[config.mk]
export PLATFORM = sky130hd
export DESIGN_NAME = osa_top
export DESIGN_NICKNAME = d
export VERILOG_FILES = /design/src/hdl/osa_pkg.sv /design/src/hdl/osa_top.sv
export VERILOG_INCLUDE_DIRS = /design/src /design/src/hdl
export SDC_FILE = /design/constraint.sdc
export NUM_CORES = 1
export LEC_CHECK = 0
export BUFFER_PORTS_ARGS = -buffer_cell sky130_fd_sc_hd__buf_2
export CAP_MARGIN = 25
export CORE_MARGIN = 10
export CORE_UTILIZATION = 40
export DETAILED_ROUTE_END_ITERATION = 6
export PLACE_DENSITY_LB_ADDON = 0.3
export SLEW_MARGIN = 40
export SYNTH_ARGS = -nofsm -noshare
export SYNTH_HDL_FRONTEND = slang
export SYNTH_SLANG_ARGS = --single-unit
[constraint.sdc]
create_clock -name clk -period 2 [get_ports clk]
set_input_delay 0.3 -clock clk [delete_from_list [all_inputs] [get_ports clk]]
set_output_delay 0.3 -clock clk [all_outputs]
set_load 0.05 [all_outputs]
[src/hdl/osa_params.svh]
// What this block does
// - run indicator goes to selected port 0..7
// - run invert bit flips run indicator level
// - settings volatile, defaults restored at power-on
// - program start restores factory default settings
// - alarm clear restores factory default settings
// - read-only status word, range 0 to 63
// - status bits: run,move,end,step,home,brake
// - moving bit set when motion command begins
// - step sync indicator goes to selected port unless run or end selects the same port
// - step invert bit flips step sync level
// - end indicator also assignable to ports 0..7
//
// Purpose: offsets, field positions and factory defaults of the output assignment block
// Assumes: byte addresses on a 32-bit AHB-Lite bus, one word per register
// Notes: settings registers are write-only and read back as zero
`ifndef OSA_PARAMS_SVH
`define OSA_PARAMS_SVH

// ----------------------------------------
// register byte offsets
// ----------------------------------------
`define OSA_RUN_SEL_OFF 8'h00
`define OSA_RUN_INV_OFF 8'h04
`define OSA_STEP_SEL_OFF 8'h08
`define OSA_STEP_INV_OFF 8'h0C
`define OSA_END_SEL_OFF 8'h10
`define OSA_END_INV_OFF 8'h14
`define OSA_STATUS_OFF 8'h18
`define OSA_GENOUT_OFF 8'h1C

// ----------------------------------------
// field positions
// ----------------------------------------
`define OSA_SEL_MSB 2
`define OSA_INV_BIT 0
`define OSA_ST_RUN 0
`define OSA_ST_MOVE 1
`define OSA_ST_END 2
`define OSA_ST_STEP 3
`define OSA_ST_HOME 4
`define OSA_ST_BRAKE 5

// ----------------------------------------
// factory defaults
// ----------------------------------------
`define OSA_RUN_SEL_DEF 3'h0
`define OSA_STEP_SEL_DEF 3'h1
`define OSA_END_SEL_DEF 3'h2
`define OSA_INV_DEF 1'h0
`define OSA_GENOUT_DEF 8'h00

`endif

[src/hdl/osa_pkg.sv]
// Purpose: shared types of the output assignment block
// Assumes: eight general output ports
// Notes: constants live in osa_params.svh
package osa_pkg;
	typedef logic [2:0] osa_sel_t;
	typedef logic [5:0] osa_stat_t;
	typedef logic [7:0] osa_port_t;
endpackage : osa_pkg

[src/hdl/osa_top.sv]
// Purpose: routes run, end and step sync indicators to general output ports
// Assumes: AHB-Lite slave, zero wait states, single word transfers
// Notes: unassigned ports follow the general output register
//
// The AHB-Lite slave port and the register offsets were decided locally.
`timescale 1ns/10ps
`include "osa_params.svh"

module osa_top #(
	parameter int NPORT = 8
) (
	input wire logic clk,
	input wire logic rstn,
	input wire logic hsel,
	input wire logic [31:0] haddr,
	input wire logic [1:0] htrans,
	input wire logic hwrite,
	input wire logic [2:0] hsize,
	input wire logic [31:0] hwdata,
	input wire logic hready,
	output logic hreadyout,
	output logic hresp,
	output logic [31:0] hrdata,
	input wire logic running,
	input wire logic moving,
	input wire logic motion_start,
	input wire logic end_indicator,
	input wire logic step_sync_signal,
	input wire logic home_indicator,
	input wire logic brake_control_output,
	input wire logic run_command,
	input wire logic start_input,
	input wire logic alarm_clear_command,
	input wire logic alarm_clear_input,
	output osa_pkg::osa_port_t gen_out,
	output osa_pkg::osa_stat_t output_status_word
);
	import osa_pkg::*;

	// ----------------------------------------
	// elaboration check
	// ----------------------------------------
	// port selects are three bits wide, so exactly eight ports
	if (NPORT != 8) begin : g_bad_nport
		$error("osa_top: NPORT must be 8");
	end

	// ----------------------------------------
	// bus slave
	// ----------------------------------------
	function automatic logic hit(input logic [7:0] a, input logic [7:0] off);
		hit = (a == off);
	endfunction : hit

	logic wr_q;
	logic [7:0] wa_q;
	logic restore;
	logic wr_en;
	osa_sel_t run_sel_q;
	osa_sel_t step_sel_q;
	osa_sel_t end_sel_q;
	logic run_inv_q;
	logic step_inv_q;
	logic end_inv_q;
	osa_port_t genout_q;
	osa_stat_t stat_q;
	logic [31:0] rdata_q;
	logic addr_ok;

	assign addr_ok = hsel && htrans[1] && hready;
	assign hreadyout = 1'b1;
	assign hresp = 1'b0;
	assign hrdata = rdata_q;
	// a restore event in the same cycle as a write overrides it
	assign restore = run_command | start_input | alarm_clear_command | alarm_clear_input;
	assign wr_en = wr_q && !restore;

	always_ff @(posedge clk or negedge rstn) begin
		if (!rstn) begin
			wr_q <= 1'b0;
			wa_q <= 8'h00;
		end else begin
			wr_q <= addr_ok && hwrite;
			wa_q <= haddr[7:0];
		end
	end

	// settings are write-only; only status and general output read back
	always_ff @(posedge clk or negedge rstn) begin
		if (!rstn) begin
			rdata_q <= 32'h00000000;
		end else if (addr_ok && !hwrite) begin
			if (hit(haddr[7:0], `OSA_STATUS_OFF)) begin
				rdata_q <= {26'h0, stat_q};
			end else if (hit(haddr[7:0], `OSA_GENOUT_OFF)) begin
				rdata_q <= {24'h000000, genout_q};
			end else begin
				rdata_q <= 32'h00000000;
			end
		end
	end

	// ----------------------------------------
	// assignment settings
	// ----------------------------------------
	// volatile flops: power-on reset and restore events load defaults
	always_ff @(posedge clk or negedge rstn) begin
		if (!rstn) begin
			run_sel_q <= `OSA_RUN_SEL_DEF;
		end else if (restore) begin
			run_sel_q <= `OSA_RUN_SEL_DEF;
		end else if (wr_en && hit(wa_q, `OSA_RUN_SEL_OFF)) begin
			run_sel_q <= hwdata[`OSA_SEL_MSB:0];
		end
	end

	always_ff @(posedge clk or negedge rstn) begin
		if (!rstn) begin
			run_inv_q <= `OSA_INV_DEF;
		end else if (restore) begin
			run_inv_q <= `OSA_INV_DEF;
		end else if (wr_en && hit(wa_q, `OSA_RUN_INV_OFF)) begin
			run_inv_q <= hwdata[`OSA_INV_BIT];
		end
	end

	always_ff @(posedge clk or negedge rstn) begin
		if (!rstn) begin
			step_sel_q <= `OSA_STEP_SEL_DEF;
		end else if (restore) begin
			step_sel_q <= `OSA_STEP_SEL_DEF;
		end else if (wr_en && hit(wa_q, `OSA_STEP_SEL_OFF)) begin
			step_sel_q <= hwdata[`OSA_SEL_MSB:0];
		end
	end

	always_ff @(posedge clk or negedge rstn) begin
		if (!rstn) begin
			step_inv_q <= `OSA_INV_DEF;
		end else if (restore) begin
			step_inv_q <= `OSA_INV_DEF;
		end else if (wr_en && hit(wa_q, `OSA_STEP_INV_OFF)) begin
			step_inv_q <= hwdata[`OSA_INV_BIT];
		end
	end

	always_ff @(posedge clk or negedge rstn) begin
		if (!rstn) begin
			end_sel_q <= `OSA_END_SEL_DEF;
		end else if (restore) begin
			end_sel_q <= `OSA_END_SEL_DEF;
		end else if (wr_en && hit(wa_q, `OSA_END_SEL_OFF)) begin
			end_sel_q <= hwdata[`OSA_SEL_MSB:0];
		end
	end

	always_ff @(posedge clk or negedge rstn) begin
		if (!rstn) begin
			end_inv_q <= `OSA_INV_DEF;
		end else if (restore) begin
			end_inv_q <= `OSA_INV_DEF;
		end else if (wr_en && hit(wa_q, `OSA_END_INV_OFF)) begin
			end_inv_q <= hwdata[`OSA_INV_BIT];
		end
	end

	// general output levels for ports no indicator claims
	always_ff @(posedge clk or negedge rstn) begin
		if (!rstn) begin
			genout_q <= `OSA_GENOUT_DEF;
		end else if (wr_en && hit(wa_q, `OSA_GENOUT_OFF)) begin
			genout_q <= hwdata[7:0];
		end
	end

	// ----------------------------------------
	// status word
	// ----------------------------------------
	// motion_start lets software see motion begin before moving rises
	always_ff @(posedge clk or negedge rstn) begin
		if (!rstn) begin
			stat_q <= 6'h00;
		end else begin
			stat_q[`OSA_ST_RUN] <= running;
			stat_q[`OSA_ST_MOVE] <= moving | motion_start;
			stat_q[`OSA_ST_END] <= end_indicator;
			stat_q[`OSA_ST_STEP] <= step_sync_signal;
			stat_q[`OSA_ST_HOME] <= home_indicator;
			stat_q[`OSA_ST_BRAKE] <= brake_control_output;
		end
	end
	assign output_status_word = stat_q;

	// ----------------------------------------
	// port routing
	// ----------------------------------------
	osa_port_t port_q;
	assign gen_out = port_q;

	for (genvar p = 0; p < 8; p++) begin : g_port
		// priority order follows status bit index: run, end, step
		always_ff @(posedge clk or negedge rstn) begin
			if (!rstn) begin
				port_q[p] <= 1'b0;
			end else if (run_sel_q == 3'(p)) begin
				port_q[p] <= running ^ run_inv_q;
			end else if (end_sel_q == 3'(p)) begin
				port_q[p] <= end_indicator ^ end_inv_q;
			end else if (step_sel_q == 3'(p)) begin
				port_q[p] <= step_sync_signal ^ step_inv_q;
			end else begin
				port_q[p] <= genout_q[p];
			end
		end
	end
endmodule : osa_top

# Yosys cells after proc, flatten, opt, wreduce, memory -nomap -nowiden
# Cells that the tools add are included.
[totals]
out_inout_bits = 48
in_bits = 85
regBits = 75
elab_cells = 117
[op_classes]
n_eq_ne = 29
bitwise_logic = 7
n_reduce_logical = 24
mux = 38
[op_table]
columns = ["cell", "n"]
rows = [
  ["$eq A8 B5 Y1 const B", 5],
  ["$eq A3 B3 Y1 const B", 12],
  ["$mux W32", 1],
  ["$mux W1", 30],
  ["$eq A3 B2 Y1 const B", 6],
  ["$mux W3", 6],
  ["$eq A8 B4 Y1 const B", 2],
  ["$logic_and A1 B1 Y1", 12],
  ["$reduce_bool A2 Y1", 6],
  ["$eq A3 B1 Y1 const B", 3],
  ["$logic_not A3 Y1", 3],
  ["$eq A8 B3 Y1 const B", 1],
  ["$logic_not A8 Y1", 1],
  ["$mux W8", 1],
  ["$or A1 B1 Y1", 4],
  ["$xor A1 B1 Y1", 3],
  ["$logic_not A1 Y1", 2],
]

# Depth between registers and ports, before layout
[depth]
depth_word = 8
mapped_depth = 5
ltp_nobuf = 4

# Worst setup path before layout
# No wires, ideal clock.
[synth_path]
kind = "register -> register"
startpoint = "reg wa_q[5]"
endpoint = "reg genout_q[0]"
setup_slack_ns = 0.451
path_stages_with_launch = 5
period_less_slack_ns = 1.549
arrival_ns = 1.424
path_buffers = 1
t_required_ns = 1.875
setup_ns = 0.125
path_cell_list = "dfrtp_1 -> nor4b_1 -> and3_1 -> buf_4 -> mux2_2"
[synth_via]
elab_chain_len = 2
[synth_lines]
columns = ["element", "line_no", "rtl"]
rows = [
  ["from (decl)", "osa_top.sv:56", "logic [7:0] wa_q;"],
  ["from (signal assigned)", "osa_top.sv:84", "wa_q <= haddr[7:0];"],
  ["$eq A8 B5 Y1", "osa_top.sv:52", "hit = (a == off);"],
  ["$logic_and A1 B1 Y1", "osa_top.sv:171", "end else if (wr_en && hit(wa_q, `OSA_GENOUT_OFF)) begin"],
  ["to (signal assigned)", "osa_top.sv:170", "genout_q <= `OSA_GENOUT_DEF;"],
  ["to (signal assigned)", "osa_top.sv:172", "genout_q <= hwdata[7:0];"],
  ["to (decl)", "osa_top.sv:65", "osa_port_t genout_q;"],
]
# No other way between the ends.
# A chain may end at the register's enable or synchronous reset.

# Worst setup path in the final report
[layout_path]
startpoint = "reg wa_q[1]"
endpoint = "reg genout_q[3]"
# Same word-level chain as after synthesis.

==> flow_summary.ini <==
[detailed_routing]
dr.pass1.iters = 3
vias = 1820
wirelength_mm = 5.42
vias_per_cell = 4.89
ant_nets = 0
initialDrtViolationCount = 59
routedWlPerCell_um = 14.6
drc = 0

[critical_path]
r2r_slack_ns = 0.34
path_max_fanout = 8
max_stage_delay_ns = 0.38
crit_required_ns = 2.20
path_cells = nor3b_1, and3_1, and3_1, buf_12, mux2_2
crit_path_end_kind = flop
startpoint_type = flop
critPathArrivalTime_ns = 1.85
worstReg2RegStart = wa_q[1]
cpMostUsedCell = and3_1
criticalPathCategory = reg2reg
cpMaxStageDelayCell = dfrtp_1
reg2regPathDepth = 5
r2r-end = genout_q[3]

[final_layout]
post_layout_nonfiller_instances = 372
diodes = 0
final_common_cell = buf_2
nets = 379
area.growth.synth_to_final_pct = 13.7
final_cell_mix = 54 x buf_2, 49 x dfrtp_1, 26 x conb_1
drive_gt1_share_pct = 28.8
final_core_util_pct = 46.1

[floorplan]
fp.dieW_um = 99.8
initial_core_util_pct = 40.5
rows = 29
io_pins = 133
dieArea_mm2 = 0.00995
dieHeight_um = 99.8
coreArea_mm2 = 0.00628

[placed_design]
dp_cells = 364
dpl.hpwl_mm = 4.33
routabilityCongestion = 0.740
dpl_worst_slack_ns = 0.298
portBuffers = 54

[sta]
timing_hold_violations_final = 0
min_period_over_period_pct = 82.9
grt_setup_unrepaired = false
layout_setup_ws_ns = 0.343
setup_tns_ns = 0
maxSlewViolCount = 0
timing.hold.ws_ns = 0.0858
fin_crit_ns = 1.66
worst_pin_slew_ns = 0.657
slew_headroom_pct = 56.0
skew_ns = 0.00679
setup_violations = 0
fmax_mhz = 603

[global_route]
antenna_found_initial = 0
grt_pass1_wl_mm = 9.27
grt_pass1_vias = 1950
grt_util_all_layers_pct = 11.4
grt_max_degree = 52
grt.overflow.total = 0

[clocking]
path_clk_slew_ns = 0.09
clk_path_buf_depth = 2
post_cts_buffers = 0
cts.sinks = 51
numCtsBuffers = 5
cts_max_level = 2
ctsRootBufferMaster = clkbuf_8
clk_latency_ns = 0.31
cts_resized = 0
tritoncts = yes
cts_hold_buf = 0

[yosys]
ys_ff_latch = 51
synth_cells = 243
yosysSeqAreaShare_pct = 50.2
yosysWarnings = 0
syn_area_per_cell_um2 = 10.5
syn-cell-area_mm2 = 0.00254
synth_cell_type_count = 38

[run_status]
status = completed

[flow_run]
maxCapViolations = 0

[power]
p_leak_nw = 1.45
cellPowerDensity_mw_per_mm2 = 659
ir_worst_vdd_uv = 352

[hold_path]
hold_path_class = in2async
cell usage after synthesis:
master	number	area share, %
dfstp_2	2	2.1
and3_1	2	0.49
mux2_2	11	4.9
mux2i_1	21	8.3
nand2_2	1	0.25
nor4b_4	1	0.93
or4_1	1	0.30
nor4b_1	1	0.34
and4_1	1	0.34
nand2_1	24	3.5
o41a_1	1	0.44
xor2_1	3	1.0
nand4_1	6	1.5
nor2b_1	1	0.25
nand3_1	6	1.2
dfrtp_1	49	48
conb_1	2	0.30
inv_1	1	0.15
o211ai_1	1	0.30
clkbuf_1	11	1.6
or3b_2	1	0.34
nor3_1	5	0.98
o21ai_1	8	1.6
o21a_1	1	0.30
nor4_1	1	0.25
buf_4	27	8.0
nand2b_1	1	0.25
a21oi_1	8	1.6
or2_2	1	0.25
nor4_4	1	0.84
o21ai_0	4	0.79
buf_1	1	0.15
o22a_1	3	1.0
nand3b_1	7	2.1
or4b_4	1	0.54
a31oi_1	1	0.25
nor2_1	21	3.1
nor3b_1	5	1.5
critical path: cells and delay by family (launching register included):
family	cells	cell delay [ns]
flip-flops	1	0.38
buffers and inverters	1	0.14
AND/OR/NAND/NOR	3	0.70
multiplexers	1	0.33
per-layer routing:
metal  part of all wire, %  track usage, %  up-vias
met3                   8.6            4.85        7
met5                     0               0        -
met1                    41            13.0      870
met2                    49            19.1       49
met4                   1.1            3.31        0
li1                      -               -      894
kinds of logic (layout without fill, tap and decap cells):
group           Yosys count  count (layout)  synth area share, %
buf+inv                  40              68                 9.88
other cells               2              26                0.295
mux                      32              32                 13.1
compound gates           27              27                 6.24
xor+xnor                  3               3                 1.03
simple gates             88              88                 19.2
flops                    51              51                 50.2
how the worst max path moves through the flow:
| stage | start | endpoint | depth (start not counted) |
|---|---|---|---|
| 2_1_floorplan | wa_q[5] | genout_q[0] | 4 |
| 3_3_place_gp | haddr[6] | hrdata[1] | 5 |
| 3_5_place_dp | haddr[6] | hrdata[1] | 5 |
| 4_1_cts | wa_q[5] | genout_q[4] | 5 |
| 5_1_grt | wa_q[1] | genout_q[0] | 5 |
| 6_report | wa_q[1] | genout_q[3] | 5 |
report_power, final:
group          internal [mW]  switching [mW]
logic                 0.0486           0.211
clock network          0.252           0.338
registers               1.05         0.00913
total                   1.35           0.558
through the flow:
step / power (mW) / instance area (um2)
finish: 1.91 / 2890
detailed placement: 1.34 / 2800
floorplan: 1.29 / 2640
global route: 1.99 / 2890
global placement: 1.34 / 2800
CTS: 1.93 / 2890
flip-flops by register name, indices dropped and copies added (netlist names):
register            count
gen_out                 8
genout_q                8
hrdata                  8
wa_q                    8
output_status_word      6
end_sel_q               3
run_sel_q               3
step_sel_q              3
end_inv_q               1
run_inv_q               1
step_inv_q              1
wr_q                    1
cell type report:
class / instances / area, um2
Clock buffer: 6 / 72.6
Timing Repair Buffer: 59 / 320
Multi-Input combinational cell: 176 / 1100
Fill cell: 628 / 3380
Clock inverter: 2 / 17.5
Inverter: 1 / 3.75
Sequential cell: 51 / 1280
Tap cell: 77 / 96.3
Power figures use the tool's default switching activity.
